`src/hw/ccu_pkg.sv`:
```
// Constants and types shared by the compare unit.
package ccu_pkg;
  // Register byte addresses on the APB slave.
  localparam logic [7:0] ADDR_U1_LO = 8'h00;
  localparam logic [7:0] ADDR_U1_HI = 8'h04;
  localparam logic [7:0] ADDR_U1_CTL = 8'h08;
  localparam logic [7:0] ADDR_U2_LO = 8'h0C;
  localparam logic [7:0] ADDR_U2_HI = 8'h10;
  localparam logic [7:0] ADDR_U2_CTL = 8'h14;
  localparam logic [7:0] ADDR_TSEL = 8'h18;
  localparam logic [7:0] ADDR_STATUS = 8'h1C;
  localparam logic [7:0] ADDR_MASK = 8'h20;
  localparam logic [7:0] ADDR_PINS = 8'h24;
  // Control register fields.
  localparam int MODE_LSB = 0;
  localparam int MODE_MSB = 3;
  localparam int DUTY_LSB = 4;
  localparam int DUTY_MSB = 5;
  localparam int CFG_LSB = 6;
  localparam int CFG_MSB = 7;
  // Timer selection register bits.
  localparam int TSEL_LO_BIT = 0;
  localparam int TSEL_HI_BIT = 1;
  // Status and mask bits.
  localparam int EV_U1 = 0;
  localparam int EV_U2 = 1;
  localparam int NUM_EV = 2;
  // Mode select encodings.
  localparam logic [3:0] MODE_OFF = 4'h0;
  localparam logic [3:0] MODE_TOGGLE = 4'h2;
  localparam logic [3:0] MODE_SET_HI = 4'h8;
  localparam logic [3:0] MODE_SET_LO = 4'h9;
  localparam logic [3:0] MODE_SWIRQ = 4'hA;
  localparam logic [3:0] MODE_SPECIAL = 4'hB;
  localparam logic [1:0] MODE_PWM_TOP = 2'h3;
  localparam logic [7:0] CTL_RESET = 8'h00;
  localparam logic [15:0] VALUE_RESET = 16'h0000;
  localparam logic [31:0] RDATA_ZERO = 32'h0000_0000;
  localparam int PWM_BITS = 10;
  typedef enum logic [1:0] {CCU_ACT_NONE, CCU_ACT_HIGH, CCU_ACT_LOW, CCU_ACT_TOGGLE} ccu_action_t;
endpackage

```
`src/hw/ccu_compare_unit.sv`:
```
// Two-instance output-compare unit with APB registers and a level interrupt.
// Operation
// - Compare value continuously against selected timer.
// - Match drives pin high, low, toggle, none.
// - Flag sets in same cycle as pin.
// - Zero control write clears unit two latch.
// - Mode 1010 raises event only.
// - Interrupt needs enable bit set.
// - Mode 1011 emits special event trigger.
// - Trigger clears the assigned timer count.
// - Only unit two trigger starts conversion.
// - Unimplemented bits read as zero.
// - Small package drops enhanced config bits.
// - PWM duty resolution at most 10 bits.
// - Mode 1001 sets high, match forces low.
// - Timer selection bits choose each time base.
module ccu_compare_unit
  import ccu_pkg::*;
#(
  parameter bit SMALL_PACKAGE = 1'b0
) (
  input wire logic clock,
  input wire logic rst,
  input wire logic psel,
  input wire logic penable,
  input wire logic pwrite,
  input wire logic [7:0] paddr,
  input wire logic [31:0] pwdata,
  output logic [31:0] prdata,
  output logic pready,
  output logic pslverr,
  input wire logic [15:0] timer_one_count,
  input wire logic [15:0] timer_three_count,
  input wire logic adc_enabled,
  output logic timer_one_clear,
  output logic timer_three_clear,
  output logic adc_start,
  output logic [1:0] compare_pin_out,
  output logic [1:0] compare_pin_oe,
  output logic irq
);
  logic [15:0] value_q [2];
  logic [7:0] ctl_q [2];
  logic [1:0] tsel_q;
  logic [1:0] flag_q;
  logic [1:0] mask_q;
  logic [1:0] pin_dir_q;
  logic [1:0] latch_q;
  logic [1:0] pwm_q;
  logic [9:0] pwm_cnt_q;
  logic [1:0] match;
  logic [1:0] trig;
  logic [1:0] active;
  logic [15:0] base [2];
  logic [15:0] prev_q [2];
  logic [1:0] seen_q;
  logic wr_en;
  logic rd_en;

  function automatic logic is_compare(input logic [7:0] ctl);
    return ctl[MODE_MSB] && ctl[MODE_MSB-1:MODE_LSB+2] == 1'b0;
  endfunction

  function automatic ccu_action_t action_of(input logic [3:0] mode);
    case (mode)
      MODE_SET_HI: return CCU_ACT_HIGH;
      MODE_SET_LO: return CCU_ACT_LOW;
      MODE_TOGGLE: return CCU_ACT_TOGGLE;
      default: return CCU_ACT_NONE;
    endcase
  endfunction

  assign wr_en = psel && penable && pwrite;
  assign rd_en = psel && !pwrite;
  assign pready = 1'b1;
  assign pslverr = 1'b0;

  genvar u;
  generate
    for (u = 0; u < 2; u++) begin : g_unit
      // Timer pairing per unit: unit one uses timer three only when the high select bit is set.
      always_comb begin
        if (u == 0) begin
          active[u] = tsel_q[TSEL_HI_BIT];
        end else begin
          active[u] = tsel_q[TSEL_HI_BIT] | tsel_q[TSEL_LO_BIT];
        end
        base[u] = active[u] ? timer_three_count : timer_one_count;
      end
      // Equality is caught once per timer value; a stalled timer gives one event only.
      assign match[u] = (is_compare(ctl_q[u]) || ctl_q[u][MODE_LSB+1 +: 3] == 3'b001)
                        && base[u] == value_q[u]
                        && !(seen_q[u] && prev_q[u] == base[u]);
      assign trig[u] = match[u] && ctl_q[u][MODE_MSB:MODE_LSB] == MODE_SPECIAL;
      always_ff @(posedge clock or posedge rst) begin
        if (rst) begin
          prev_q[u] <= VALUE_RESET;
          seen_q[u] <= 1'b0;
        end else begin
          prev_q[u] <= base[u];
          seen_q[u] <= base[u] == value_q[u];
        end
      end
      // Compare output latch; separate from any port data latch.
      always_ff @(posedge clock or posedge rst) begin
        if (rst) begin
          latch_q[u] <= 1'b0;
        end else if (wr_en && paddr == (u == 0 ? ADDR_U1_CTL : ADDR_U2_CTL)) begin
          if (pwdata[MODE_MSB:MODE_LSB] == MODE_SET_LO) begin
            latch_q[u] <= 1'b1;
          end else if (pwdata[MODE_MSB:MODE_LSB] == MODE_SET_HI) begin
            latch_q[u] <= 1'b0;
          end else if (pwdata[CFG_MSB:MODE_LSB] == CTL_RESET) begin
            latch_q[u] <= 1'b0;
          end
        end else if (match[u]) begin
          case (action_of(ctl_q[u][MODE_MSB:MODE_LSB]))
            CCU_ACT_HIGH: latch_q[u] <= 1'b1;
            CCU_ACT_LOW: latch_q[u] <= 1'b0;
            CCU_ACT_TOGGLE: latch_q[u] <= ~latch_q[u];
            default: latch_q[u] <= latch_q[u];
          endcase
        end
      end
      // PWM compares the 8-bit value plus two duty bits to a free 10-bit count.
      always_ff @(posedge clock or posedge rst) begin
        if (rst) begin
          pwm_q[u] <= 1'b0;
        end else begin
          pwm_q[u] <= pwm_cnt_q < {value_q[u][7:0], ctl_q[u][DUTY_MSB:DUTY_LSB]};
        end
      end
      // The pin is driven only when software has set it to output.
      assign compare_pin_out[u] = ctl_q[u][MODE_MSB-:2] == MODE_PWM_TOP ? pwm_q[u] : latch_q[u];
      assign compare_pin_oe[u] = pin_dir_q[u];
    end
  endgenerate

  always_ff @(posedge clock or posedge rst) begin
    if (rst) begin
      pwm_cnt_q <= '0;
    end else begin
      pwm_cnt_q <= pwm_cnt_q + 10'h001;
    end
  end

  // Compare values: each byte is its own register, so a 16-bit update takes two writes.
  // Software should write both bytes while the unit is off to avoid a stray match.
  always_ff @(posedge clock or posedge rst) begin
    if (rst) begin
      value_q[0] <= VALUE_RESET;
      value_q[1] <= VALUE_RESET;
    end else if (wr_en) begin
      case (paddr)
        ADDR_U1_LO: value_q[0][7:0] <= pwdata[7:0];
        ADDR_U1_HI: value_q[0][15:8] <= pwdata[7:0];
        ADDR_U2_LO: value_q[1][7:0] <= pwdata[7:0];
        ADDR_U2_HI: value_q[1][15:8] <= pwdata[7:0];
        default: value_q[0] <= value_q[0];
      endcase
    end
  end

  // Control registers; absent bits are never stored, so they cannot read back as one.
  always_ff @(posedge clock or posedge rst) begin
    if (rst) begin
      ctl_q[0] <= CTL_RESET;
      ctl_q[1] <= CTL_RESET;
    end else if (wr_en) begin
      case (paddr)
        ADDR_U1_CTL: ctl_q[0] <= SMALL_PACKAGE ? {2'b00, pwdata[DUTY_MSB:0]} : pwdata[7:0];
        ADDR_U2_CTL: ctl_q[1] <= {2'b00, pwdata[DUTY_MSB:0]};
        default: ctl_q[0] <= ctl_q[0];
      endcase
    end
  end

  // Timer selection bits.
  always_ff @(posedge clock or posedge rst) begin
    if (rst) begin
      tsel_q <= '0;
    end else if (wr_en && paddr == ADDR_TSEL) begin
      tsel_q <= pwdata[1:0];
    end
  end

  // Interrupt mask.
  always_ff @(posedge clock or posedge rst) begin
    if (rst) begin
      mask_q <= '0;
    end else if (wr_en && paddr == ADDR_MASK) begin
      mask_q <= pwdata[NUM_EV-1:0];
    end
  end

  // Pin direction; both pins come out of reset as inputs so nothing is driven by surprise.
  always_ff @(posedge clock or posedge rst) begin
    if (rst) begin
      pin_dir_q <= '0;
    end else if (wr_en && paddr == ADDR_PINS) begin
      pin_dir_q <= pwdata[1:0];
    end
  end

  // Event flags: hardware set wins over a write-one clear in the same cycle.
  always_ff @(posedge clock or posedge rst) begin
    if (rst) begin
      flag_q <= '0;
    end else begin
      flag_q <= (flag_q & ~((wr_en && paddr == ADDR_STATUS) ? pwdata[NUM_EV-1:0] : 2'b00))
                | match;
    end
  end

  assign irq = |(flag_q & mask_q);
  assign timer_one_clear = (trig[0] && !active[0]) || (trig[1] && !active[1]);
  assign timer_three_clear = (trig[0] && active[0]) || (trig[1] && active[1]);
  assign adc_start = trig[1] && adc_enabled;

  // Read data is driven from the setup cycle on, as penable is not needed; unmapped addresses read zero.
  always_comb begin
    case (paddr)
      ADDR_U1_LO: prdata = {24'h00_0000, value_q[0][7:0]};
      ADDR_U1_HI: prdata = {24'h00_0000, value_q[0][15:8]};
      ADDR_U1_CTL: prdata = {24'h00_0000, ctl_q[0]};
      ADDR_U2_LO: prdata = {24'h00_0000, value_q[1][7:0]};
      ADDR_U2_HI: prdata = {24'h00_0000, value_q[1][15:8]};
      ADDR_U2_CTL: prdata = {24'h00_0000, ctl_q[1]};
      ADDR_TSEL: prdata = {30'h0000_0000, tsel_q};
      ADDR_STATUS: prdata = {30'h0000_0000, flag_q};
      ADDR_MASK: prdata = {30'h0000_0000, mask_q};
      ADDR_PINS: prdata = {30'h0000_0000, pin_dir_q};
      default: begin
        prdata = RDATA_ZERO;
      end
    endcase
    if (!rd_en) begin
      prdata = RDATA_ZERO;
    end
  end

  match_flag_a: assert property (@(posedge clock) disable iff (rst)
    match[0] |=> flag_q[0]) else $error("Unit one flag not set after match.");
  flag_sticky_a: assert property (@(posedge clock) disable iff (rst)
    flag_q[1] && !(wr_en && paddr == ADDR_STATUS) |=> flag_q[1])
    else $error("Unit two flag cleared by hardware.");
  irq_gate_a: assert property (@(posedge clock) disable iff (rst)
    irq == |(flag_q & mask_q)) else $error("Interrupt not gated by mask.");
  adc_unit2_a: assert property (@(posedge clock) disable iff (rst)
    adc_start |-> ctl_q[1][MODE_MSB:MODE_LSB] == MODE_SPECIAL && base[1] == value_q[1]
    && adc_enabled) else $error("Conversion started wrongly.");

  u1_no_adc_a: assert property (@(posedge clock) disable iff (rst)
    trig[0] && !trig[1] |-> !adc_start) else $error("Unit one started a conversion.");

  entry_high_a: assert property (@(posedge clock) disable iff (rst)
    wr_en && paddr == ADDR_U1_CTL && pwdata[MODE_MSB:MODE_LSB] == MODE_SET_LO |=> latch_q[0])
    else $error("Entry did not set the output high.");

  set_low_a: assert property (@(posedge clock) disable iff (rst)
    match[0] && ctl_q[0][MODE_MSB:MODE_LSB] == MODE_SET_LO && !wr_en |=> !latch_q[0])
    else $error("Match did not force the output low.");

  set_high_a: assert property (@(posedge clock) disable iff (rst)
    match[1] && ctl_q[1][MODE_MSB:MODE_LSB] == MODE_SET_HI && !wr_en |=> latch_q[1])
    else $error("Match did not drive the output high.");

  ctl_zero_latch_a: assert property (@(posedge clock) disable iff (rst)
    wr_en && paddr == ADDR_U2_CTL && pwdata[CFG_MSB:MODE_LSB] == CTL_RESET |=> !latch_q[1])
    else $error("Zero control write left the latch high.");

  compare_hit_a: assert property (@(posedge clock) disable iff (rst)
    is_compare(ctl_q[0]) && base[0] == value_q[0] && !seen_q[0] |-> match[0])
    else $error("Equal value missed by the comparator.");

  u2_flag_a: assert property (@(posedge clock) disable iff (rst)
    match[1] |=> flag_q[1]) else $error("Unit two flag not set after match.");

  clear_select_a: assert property (@(posedge clock) disable iff (rst)
    trig[0] |-> (active[0] ? timer_three_clear : timer_one_clear))
    else $error("Unit one trigger cleared the wrong timer.");

  read_top_zero_a: assert property (@(posedge clock) disable iff (rst)
    prdata[31:8] == 24'h00_0000) else $error("Unused read bits set.");

  small_pkg_a: assert property (@(posedge clock) disable iff (rst)
    !SMALL_PACKAGE || ctl_q[0][CFG_MSB:CFG_LSB] == 2'b00)
    else $error("Absent configuration bits stored.");

  pwm_res_a: assert property (@(posedge clock) disable iff (rst)
    ctl_q[0][MODE_MSB-:2] == MODE_PWM_TOP && pwm_cnt_q == 10'h000
    && {value_q[0][7:0], ctl_q[0][DUTY_MSB:DUTY_LSB]} != 10'h000 |=> pwm_q[0])
    else $error("Modulated output not high at period start.");
  swirq_pin_a: assert property (@(posedge clock) disable iff (rst)
    match[0] && ctl_q[0][3:0] == MODE_SWIRQ && !wr_en |=> $stable(latch_q[0]))
    else $error("Pin moved in software-event mode.");
  toggle_pin_a: assert property (@(posedge clock) disable iff (rst)
    match[0] && ctl_q[0][3:0] == MODE_TOGGLE && !wr_en |=> latch_q[0] != $past(latch_q[0]))
    else $error("Toggle did not toggle.");
  single_match_a: assert property (@(posedge clock) disable iff (rst)
    match[0] && $stable(timer_one_count) && $stable(timer_three_count) && $stable(value_q[0])
    |=> !match[0]) else $error("Repeated match on same value.");
  trig_clear_a: assert property (@(posedge clock) disable iff (rst)
    trig[1] |-> (active[1] ? timer_three_clear : timer_one_clear))
    else $error("Trigger did not clear timer.");
  u2_top_zero_a: assert property (@(posedge clock) disable iff (rst)
    ctl_q[1][CFG_MSB:CFG_LSB] == 2'b00) else $error("Unit two top bits set.");
  match_cov: cover property (@(posedge clock) disable iff (rst) match[0]);
  trig_cov: cover property (@(posedge clock) disable iff (rst) adc_start);
  irq_cov: cover property (@(posedge clock) disable iff (rst) $rose(irq));
  toggle_cov: cover property (@(posedge clock) disable iff (rst)
    match[0] && ctl_q[0][MODE_MSB:MODE_LSB] == MODE_TOGGLE);
  clear3_cov: cover property (@(posedge clock) disable iff (rst) timer_three_clear);
endmodule

```
`config.mk`:
```
export PLATFORM = sky130hd
export DESIGN_NAME = ccu_compare_unit
export DESIGN_NICKNAME = d
export VERILOG_FILES = /design/src/hw/ccu_pkg.sv /design/src/hw/ccu_compare_unit.sv
export SDC_FILE = /design/constraint.sdc
export NUM_CORES = 1
export LEC_CHECK = 0
export ABC_AREA = 1
export BUFFER_PORTS_ARGS = -buffer_cell sky130_fd_sc_hd__buf_4
export CORE_MARGIN = 3
export CORE_UTILIZATION = 50
export DETAILED_ROUTE_END_ITERATION = 8
export PLACE_DENSITY = 0.85
export SLEW_MARGIN = 0
export SYNTH_ARGS = -nofsm -noshare
export SYNTH_HDL_FRONTEND = slang
export SYNTH_SLANG_ARGS = --single-unit
export TNS_END_PERCENT = 20
```
`constraint.sdc`:
```
create_clock -name clock -period 3.2 [get_ports clock]
set_input_delay 0.64 -clock clock [delete_from_list [all_inputs] [get_ports clock]]
set_output_delay 0.64 -clock clock [all_outputs]
set_load 0.02 [all_outputs]
```
==> results of run 1 <==
[flip-flops by register name, summed over array words and instances, names as in the netlist]
name,flops
tsel_q,2
mask_q,2
prev_q,32
pwm_q,2
flag_q,2
latch_q,2
ctl_q,14
compare_pin_oe,2
seen_q,2
value_q,32
pwm_cnt_q,10
[cells by family after synthesis]
group	share of synthesized area, %
buf+inv	12.78
flops	37.95
other cells	0.1117
fa+ha+maj	3.907
simple gates	32.28
xor+xnor	2.865
compound gates	10.10
[critical path: stages (launching register included)]
cell	delay (ps)
dfrtp_1	420
buf_6	160
nor2_4	230
clkbuf_16	240
nand2_4	60
nand3_2	80
nand2_2	60
nor2_2	130
nand2_2	80
nor2_1	90
nand2_1	80
nor2_2	160
nand4_1	120
a21oi_2	220
buf_4	170
[final cells by class]
cell class,count,area (um^2)
Timing Repair Buffer,89,735.7
Tap cell,172,215.2
Fill cell,1204,4913
Sequential cell,102,2554
Inverter,150,569.3
Clock inverter,7,63.81
Multi-Input combinational cell,728,3600
Clock buffer,9,225.2
[layer usage]
layer  vias to the layer above  global-route usage (%)  part of all wire [%]
li1                       3251                       -                     -
met1                      3042                   37.82                    42
met2                       376                   40.23                    44
met3                        68                   5.571                   9.8
met4                         0                   12.68                   4.7
met5                         -                       0                     0
[synthesized netlist by cell type]
cell | count | share of area (%)
a211oi_1 | 3 | 0.33
a21oi_1 | 20 | 1.5
a311oi_1 | 1 | 0.13
a31oi_1 | 2 | 0.19
a32oi_1 | 1 | 0.13
a41oi_1 | 1 | 0.13
buf_2 | 3 | 0.22
buf_4 | 28 | 3.1
buf_6 | 4 | 0.67
clkbuf_1 | 7 | 0.39
clkinv_1 | 1 | 0.056
conb_1 | 2 | 0.11
dfrtp_1 | 102 | 38
ha_1 | 21 | 3.9
inv_1 | 146 | 8.1
inv_2 | 3 | 0.17
nand2_1 | 359 | 20
nand2_2 | 1 | 0.093
nand2_4 | 1 | 0.17
nand3_1 | 60 | 4.5
nand3b_1 | 1 | 0.11
nand4_1 | 8 | 0.74
nor2_1 | 84 | 4.7
nor2_2 | 5 | 0.47
nor2_4 | 1 | 0.17
nor3_1 | 11 | 0.82
nor3_2 | 1 | 0.15
nor4_1 | 4 | 0.37
o2111ai_1 | 1 | 0.13
o211ai_1 | 3 | 0.33
o21ai_0 | 69 | 5.1
o21ai_1 | 4 | 0.30
o221ai_1 | 3 | 0.39
o22ai_1 | 14 | 1.3
o31ai_1 | 1 | 0.11
xnor2_1 | 2 | 0.26
xor2_1 | 20 | 2.6
[repair_timing]
action | in CTS | in global routing
setup buffers | 0 | 4
resized for setup | 4 | 57
hold buffers | 0 | 0
pin swaps | 0 | 26
cloned | 0 | 3
setup endpoints to repair | 2 | 6
[worst max-delay path by stage]
stage	from	end	slack, ps	cells after the start
final	tsel_q[1]	timer_one_clear	-100	14
after detailed placement	timer_one_count[8]	timer_one_clear	220	14
after global routing	tsel_q[1]	timer_one_clear	-190	14
after global placement	paddr[7]	prdata[2]	260	11
after CTS	tsel_q[1]	timer_three_clear	-30	14
after floorplan	paddr[7]	prdata[2]	610	9
[power groups by stage]
stage	sequential [mW]	clock [mW]	combinational, mW
global placement	1.37	0	0.378
detailed placement	1.37	0	0.385
floorplan	1.36	0	0.265
CTS	1.34	1.10	0.387
finish	1.34	1.10	0.425
global route	1.35	1.15	0.473
==> reports/results.ini, run 1 <==
[outcome]
outcome=complete, but fails checks
violations=negative setup slack

[worst_setup_path]
arrival_ps=2660
reg2reg_from=tsel_q[1]
startpoint_type=flip-flop
reg2reg_depth=14
rrSetupSlack_ps=850
crit_required_ps=2560
crit_fanout=8
r2r-end=latch_q[0]
end_kind=output pin
crit_type=reg -> out

[global_routing]
grt_pass1_wl_um=30950
antenna_found_initial=0
grtUsageTotal_pct=27.03
grt-ovfl-total=0
grt_pass1_vias=6106
grt_max_degree=103

[yosys]
synth_seq_cells=102
synthCells=998
synth-seq-area-share_pct=37.95
avgSynthCellArea_um2=6.739
syn_area_um2=6725
synth_warnings=0
yosysUniqueCellTypes=37

[final_layout]
syn_to_final_growth_pct=18.40
final_cell_mix=nand2_1, inv_1, dfrtp_1
design_area_um2=7963
final_common_cell=nand2_1
final_layout_size_suffix_gt1_share_pct=15.02
utilization_pct=61.84
antenna_cells=0
final_nets=1179
final-instance-count-excl-fill=1257

[pwr]
p_switching_mw=0.8600
total_power_mw=2.871
pwr-share-comb_pct=14.8
max-vdd-ir-drop_uv=259.2
power_frac_seq_pct=46.8
internal-power_mw=2.011
leakagePower_nw=4.178
swShare_pct=29.96
clock_power_share_pct=38.4
power_density_nw_per_um2=360.5

[sta]
worst_slew_pin_slew_ps=750.4
fmax_mhz=302.7
slew_headroom_pct=49.51
setup_viol=3
setup_tns_ps=-181.8
hold_viol=0
min_period_over_period_pct=103.2
timing.hold.ws_ps=431.7
grt_setup_unrepaired=yes
fin_ws_ps=-104.0
fin_worst_skew_ps=7.851
maxSlewViolCount=0
final.min_clock_period_ps=3304

[job]
max-cap-violations=0

[clocking]
clock-sinks=102
clkSlewWorstSetupHoldPaths_ps=80
clock_latency_ps=360
cts_tree=done
cts_max_level=3
cts_buffers=9
cts_root_buffer=clkbuf_16
clockBufferDepth=2

[place]
hpwlAfterDp_um=15010
io_buffers=69
gp_congestion=0.9766
place_area_um2=7378
dp_cells=1234
dp_worst_setup_slack_ps=223.7

[floorplan]
rows=41
die_h_um=122.0
ios=120
dieArea_um2=14880
start_util_pct=52.23
fp.coreArea_um2=12880
die_x_um=122.0

[routing]
drt-initial-drc-count=662
wl_per_cell_um=16.32
dr.pass1.iters=6
wl_um=20510
vias=6737
drcViolationCount=0
antenna_left=0
via_per_inst=5.360

[worst_hold_path]
min_path_type=in -> async

Note: power is estimated with default switching activity, not from simulation.
==> run 2, diff against run 1 <==
--- a/config.mk
+++ b/config.mk
@@ -7,10 +7,12 @@
 export LEC_CHECK = 0
 export ABC_AREA = 1
 export BUFFER_PORTS_ARGS = -buffer_cell sky130_fd_sc_hd__buf_4
+export CORE_ASPECT_RATIO = 1.2
 export CORE_MARGIN = 3
 export CORE_UTILIZATION = 50
 export DETAILED_ROUTE_END_ITERATION = 8
 export PLACE_DENSITY = 0.85
+export RECOVER_POWER = 25
 export SLEW_MARGIN = 0
 export SYNTH_ARGS = -nofsm -noshare
 export SYNTH_HDL_FRONTEND = slang
==> run 2 against run 1 <==
Net effect:
- the flow finishes with violations (max-capacitance violations, max-slew violations, negative setup slack)
- core utilization shrank 1.3 points
- critical path depth grew 1
- combinational power shrank 4%
- wire length shrank 0.73%
- critical endpoint unchanged
- worst hold slack gained 54 ps
- clock power is essentially flat
- die area is essentially flat
- largest power group unchanged
==> reports/results.ini, run 2 (synthesis results as in run 1) <==
[routing]
via_per_inst=5.509  ; +2.8%
wl_um=20360  ; -0.73%
antenna_left=0  ; unchanged
vias=6875  ; +2.0%
wl_per_cell_um=16.31  ; about the same
drt-initial-drc-count=897  ; +35%
drcViolationCount=0  ; unchanged
dr.pass1.iters=6  ; unchanged

[worst_setup_path]
critPathSlowestCell=dfrtp_2
max_stage_delay_ps=480  ; +60 ps
crit_cells=15  ; +1
arrival_ps=2580  ; -80 ps
cp_cell_sequence=nor2_4, buf_12, buf_6, nand2_2, nand2_2, nand2_1, nand2_1, nor2_2, nand2_1, nor2_1, nand2_1, nor2_2, nand4_1, a21oi_2, buf_6
crit_type=reg -> out
rrSetupSlack_ps=960  ; +110 ps
r2r-end=latch_q[1]
cp_top_family=simple AND/OR/NAND/NOR gates
end_kind=output pin
reg2reg_from=tsel_q[1]
crit_buf_inv=3  ; unchanged
crit_required_ps=2560  ; about the same
reg2reg_depth=17  ; +3
crit_fanout=7  ; -1
startpoint_type=flip-flop
path_common_cell=nand2_1

[clocking]
cts_hold_buf=0  ; unchanged
clock-sinks=102  ; unchanged
clock_latency_ps=350  ; about the same
clockBufferDepth=2  ; unchanged
cts_max_level=3  ; unchanged
cts_root_buffer=clkbuf_16
clkSlewWorstSetupHoldPaths_ps=70  ; about the same
cts_tree=done
cts_buffers=9  ; unchanged

[place]
gp_congestion=0.9681  ; -0.87%
dp_cells=1228  ; -0.49%
io_buffers=69  ; unchanged
place_area_um2=7396  ; +0.24%
hpwlAfterDp_um=15220  ; +1.4%

[floorplan]
start_util_pct=52.16  ; -0.071 points
die_x_um=111.9  ; -8.3%
dieArea_um2=14880  ; about the same
die_h_um=133.0  ; +9.1%
fp.coreArea_um2=12890  ; +0.14%
rows=45  ; +9.8%
ios=120  ; unchanged

[sta]
setup_tns_ps=-18.87  ; +162.9 ps
fin_worst_skew_ps=9.987  ; +2.136 ps
fmax_mhz=310.7  ; +2.6%
slew_headroom_pct=-23.84  ; -73 points
grt_setup_unrepaired=yes
worst_slew_pin_slew_ps=1858  ; +1107 ps
setup_viol=1  ; -2
min_period_over_period_pct=100.6  ; -2.7 points
maxSlewViolCount=36  ; +36
hold_viol=0  ; unchanged
final.min_clock_period_ps=3219  ; -85.13 ps
fin_ws_ps=-18.87  ; +85.13 ps

[global_routing]
grt_pass1_vias=6190  ; +1.4%
grt_pass1_wl_um=31340  ; +1.2%
grtUsageTotal_pct=26.57  ; -0.46 points
grt_max_degree=46  ; -55%
antenna_found_initial=0  ; unchanged
grt-ovfl-total=0  ; unchanged

[final_layout]
final_nets=1178  ; -0.085%
utilization_pct=60.54  ; -1.3 points
final_layout_size_suffix_gt1_share_pct=11.81  ; -3.2 points
design_area_um2=7806  ; -2.0%
syn_to_final_growth_pct=16.07
antenna_cells=0  ; unchanged
reg_top3=prev_q: 32 flops, value_q: 32 flops, ctl_q: 14 flops
final_cell_mix=nand2_1, inv_1, dfrtp_1
final_common_cell=nand2_1
final-instance-count-excl-fill=1248  ; -0.72%

[job]
max-cap-violations=1  ; +1

[outcome]
violations=max-capacitance violations, max-slew violations, negative setup slack
outcome=complete, but fails checks

[pwr]
power_density_nw_per_um2=364.1  ; +0.98%
max-vdd-ir-drop_uv=224.2  ; -13%
leakagePower_nw=4.150  ; -0.66%
total_power_mw=2.842  ; -1.0%

[worst_hold_path]
hp-start=latch_q[1]
min_path_type=reg -> reg
min_path_cells=2
holdPathEnd=latch_q[1]

[run 2: cell count changes in the layout (fill, tap and decap cells not counted), moves of 5 or more]
cell,change
nor2_1,+7
nand3_2,-7
nor2_2,-6
nand2_2,-9
nand2_1,+15
buf_4,-5
nand2_4,-5
nand3_1,+7
[run 2: timing repair]
action,CTS,global route
resized for setup,5,22
setup endpoints to repair,3,3
buffers inserted,0,1
pin swaps,0,10
gates cloned,0,3
[run 2: worst max-delay path by stage]
stage | start | end | slack [ps]
final | tsel_q[1] | timer_one_clear | -20
after global routing | tsel_q[1] | timer_three_clear | -150
after CTS | tsel_q[1] | timer_one_clear | 10
after detailed placement | tsel_q[1] | timer_one_clear | 270
after global placement | tsel_q[1] | timer_one_clear | 270
after floorplan | paddr[7] | prdata[2] | 610
[run 2: metrics by stage]
stage	hold WS, ps	setup WS, ps
after floorplan	441.2	608.5
after global placement	453.1	265.9
after detailed placement	473.2	267.4
after CTS	365.3	12.69
after global routing	517.0	-147.4
final	485.8	-18.87
[run 2: cell type report]
| type | count | area (um^2) |
|---|---|---|
| Inverter | 150 | 571.8 |
| Multi-Input combinational cell | 729 | 3476 |
| Tap cell | 164 | 205.2 |
| Timing Repair Buffer | 87 | 715.7 |
| Clock buffer | 12 | 236.5 |
| Fill cell | 1126 | 5087 |
| Sequential cell | 102 | 2554 |
| Clock inverter | 4 | 47.55 |
[run 2: worst min-delay path, delay by kind of cell, from the launching register on]
kind | cells | cell delay, ps
flops | 1 | 350
simple gates | 2 | 100
[run 2: power by group]
part	internal [mW]	total (mW)	switching, mW	leakage [nW]
logic	0.137	0.408	0.271	2.72
clock network	0.605	1.09	0.484	0.137
registers	1.32	1.34	0.0227	1.30
total	2.06	2.84	0.778	4.15
[run 2: routing by layer]
layer	wire length (um)	global-route usage [%]	up-vias
met1	7708	33.80	3083
met5	0	0	-
li1	-	-	3256
met4	981	12.91	0
met3	2054	5.078	96
met2	9616	43.33	440
==> run 3, diff against run 2 <==
--- a/config.mk
+++ b/config.mk
@@ -11,7 +11,7 @@
 export CORE_MARGIN = 3
 export CORE_UTILIZATION = 50
 export DETAILED_ROUTE_END_ITERATION = 8
-export PLACE_DENSITY = 0.85
+export PLACE_DENSITY = 0.75
 export RECOVER_POWER = 25
 export SLEW_MARGIN = 0
 export SYNTH_ARGS = -nofsm -noshare
==> run 3 against run 2 <==
Net effect:
- critical endpoint is now timer_three_clear
- cell count fell by 0.16%
- combinational power fell by 4%
- via count fell by 4.3%
- sequential power barely moved
- non-clock buffer count fell by 1
- wire length fell by 3.7%
- the flow finishes with violations (max-capacitance violations, max-slew violations)
- flip-flop and latch count did not move
- clock skew fell by 2.3 ps
- first-iteration DRC count fell by 26%
==> reports/results.ini, run 3 (synthesis results as in run 1) <==
[worst_setup_path]
arrival_ps=2510  ; -70 ps
crit_fanout=11  ; +4
crit_required_ps=2560  ; about the same
crit_type=reg -> out
startpoint_type=flip-flop
end_kind=output pin

[routing]
wl_per_cell_um=15.74  ; -3.5%
drcViolationCount=0  ; unchanged
vias=6577  ; -4.3%
dr.pass1.iters=5  ; -1
via_per_inst=5.278  ; -4.2%
drt-initial-drc-count=665  ; -26%
wl_um=19610  ; -3.7%
antenna_left=0  ; unchanged

[global_routing]
grtUsageTotal_pct=26.09  ; -0.48 points
grt_max_degree=103  ; +120%
grt_pass1_wl_um=30740  ; -1.9%
grt-ovfl-total=0  ; unchanged
grt_pass1_vias=6005  ; -3.0%
antenna_found_initial=0  ; unchanged

[clocking]
cts_hold_buf=0  ; unchanged
cts_tree=done
clkSlewWorstSetupHoldPaths_ps=70  ; about the same
cts_root_buffer=clkbuf_16
clockBufferDepth=2  ; unchanged
cts_buffers=9  ; unchanged
clock_latency_ps=350  ; about the same
cts_max_level=3  ; unchanged
clock-sinks=102  ; unchanged

[sta]
setup_viol=0  ; -1
final.min_clock_period_ps=3147  ; -71.86 ps
worst_slew_pin_slew_ps=2292  ; +434.6 ps
grt_setup_unrepaired=yes
min_period_over_period_pct=98.34  ; -2.2 points
fin_worst_skew_ps=7.722  ; -2.264 ps
slew_headroom_pct=-52.81  ; -29 points
timing.hold.ws_ps=471.8  ; -14.05 ps
hold_viol=0  ; unchanged
maxSlewViolCount=103  ; +190%
fmax_mhz=317.8  ; +2.3%

[floorplan]
rows=45  ; unchanged
start_util_pct=52.16  ; unchanged
die_h_um=133.0  ; unchanged
die_x_um=111.9  ; unchanged
dieArea_um2=14880  ; unchanged
ios=120  ; unchanged
fp.coreArea_um2=12890  ; unchanged

[place]
dp_cells=1227  ; -0.081%
hpwlAfterDp_um=14960  ; -1.7%
gp_congestion=0.9579  ; -1.1%
io_buffers=69  ; unchanged
place_area_um2=7388  ; -0.10%

[worst_hold_path]
min_path_type=reg -> reg

[final_layout]
final_common_cell=nand2_1
syn_to_final_growth_pct=15.27
final_layout_size_suffix_gt1_share_pct=11.18  ; -0.63 points
antenna_cells=0  ; unchanged
final_nets=1176  ; -0.17%
reg_top3=prev_q: 32 flops, value_q: 32 flops, ctl_q: 14 flops
final-instance-count-excl-fill=1246  ; -0.16%
final_cell_mix=nand2_1, inv_1, dfrtp_1
design_area_um2=7752  ; -0.69%

[pwr]
power_density_nw_per_um2=366.0  ; +0.52%
max-vdd-ir-drop_uv=227.0  ; +1.2%
total_power_mw=2.837  ; -0.18%
leakagePower_nw=4.141  ; -0.22%

[job]
max-cap-violations=1  ; unchanged

[outcome]
outcome=complete, but fails checks
violations=max-capacitance violations, max-slew violations

run 3: cell type report:
cell class / instances / area (um^2)
repair buffers: 86 / 698.2
inverters: 150 / 564.3
well taps: 164 / 205.2
clock buffers: 14 / 284.0
multi-input cells: 728 / 3433
fillers: 1205 / 5141
flip-flops and latches: 102 / 2554
clock inverters: 2 / 13.76
run 3: power by group:
part	total [mW]	switching, mW	leakage [nW]	internal (mW)
Combinational	0.393	0.261	2.70	0.132
Clock	1.10	0.485	0.149	0.614
Sequential	1.34	0.0225	1.30	1.32
Total	2.84	0.769	4.14	2.07
run 3: worst max-delay path: stages (launching register included):
cell     delay (ps)
dfrtp_2         470
inv_2           130
buf_4           220
nand2_1         100
nand2_1         150
o21ai_0         110
nor2_1          110
nand2_1          80
nor2_1          100
nand2_1          70
inv_1            90
nand4_1         190
a21oi_2         190
buf_4           150
run 3: repair_timing:
item,CTS,global route
endpoints found under the setup margin,2,3
pin swaps,0,2
cloned,0,1
resized for setup,2,9
setup buffers,0,2
run 3: path summary, 6_finish.rpt:
kind	startpoint	endpoint	slack, ps	depth (start not counted)
max	tsel_q[1]	timer_three_clear	50	13
min	latch_q[1]	latch_q[1]	470	2
max reg2reg	tsel_q[1]	latch_q[0]	990	16
min reg2reg	latch_q[1]	latch_q[1]	470	2
max in group asynchronous	rst	tsel_q[1]	600	3
min in group asynchronous	rst	compare_pin_oe[1]	1130	3
run 3: per-stage QoR:
stage | utilization (%) | setup slack (ps) | TNS [ps]
4_1_cts | 59.62 | 22.00 | 0
5_1_grt | 60.13 | -92.82 | -183.1
3_3_place_gp | 57.30 | 215.6 | 0
6_report | 60.13 | 52.99 | 0
2_1_floorplan | - | 608.5 | 0
3_5_place_dp | 57.30 | 182.4 | 0
run 3: layer usage:
layer	track usage [%]	share of wire, %	vias up
li1	-	-	3248
met1	34.97	42	2951
met2	41.97	46	314
met3	3.614	7.7	64
met4	11.76	4.4	0
met5	0	0	-
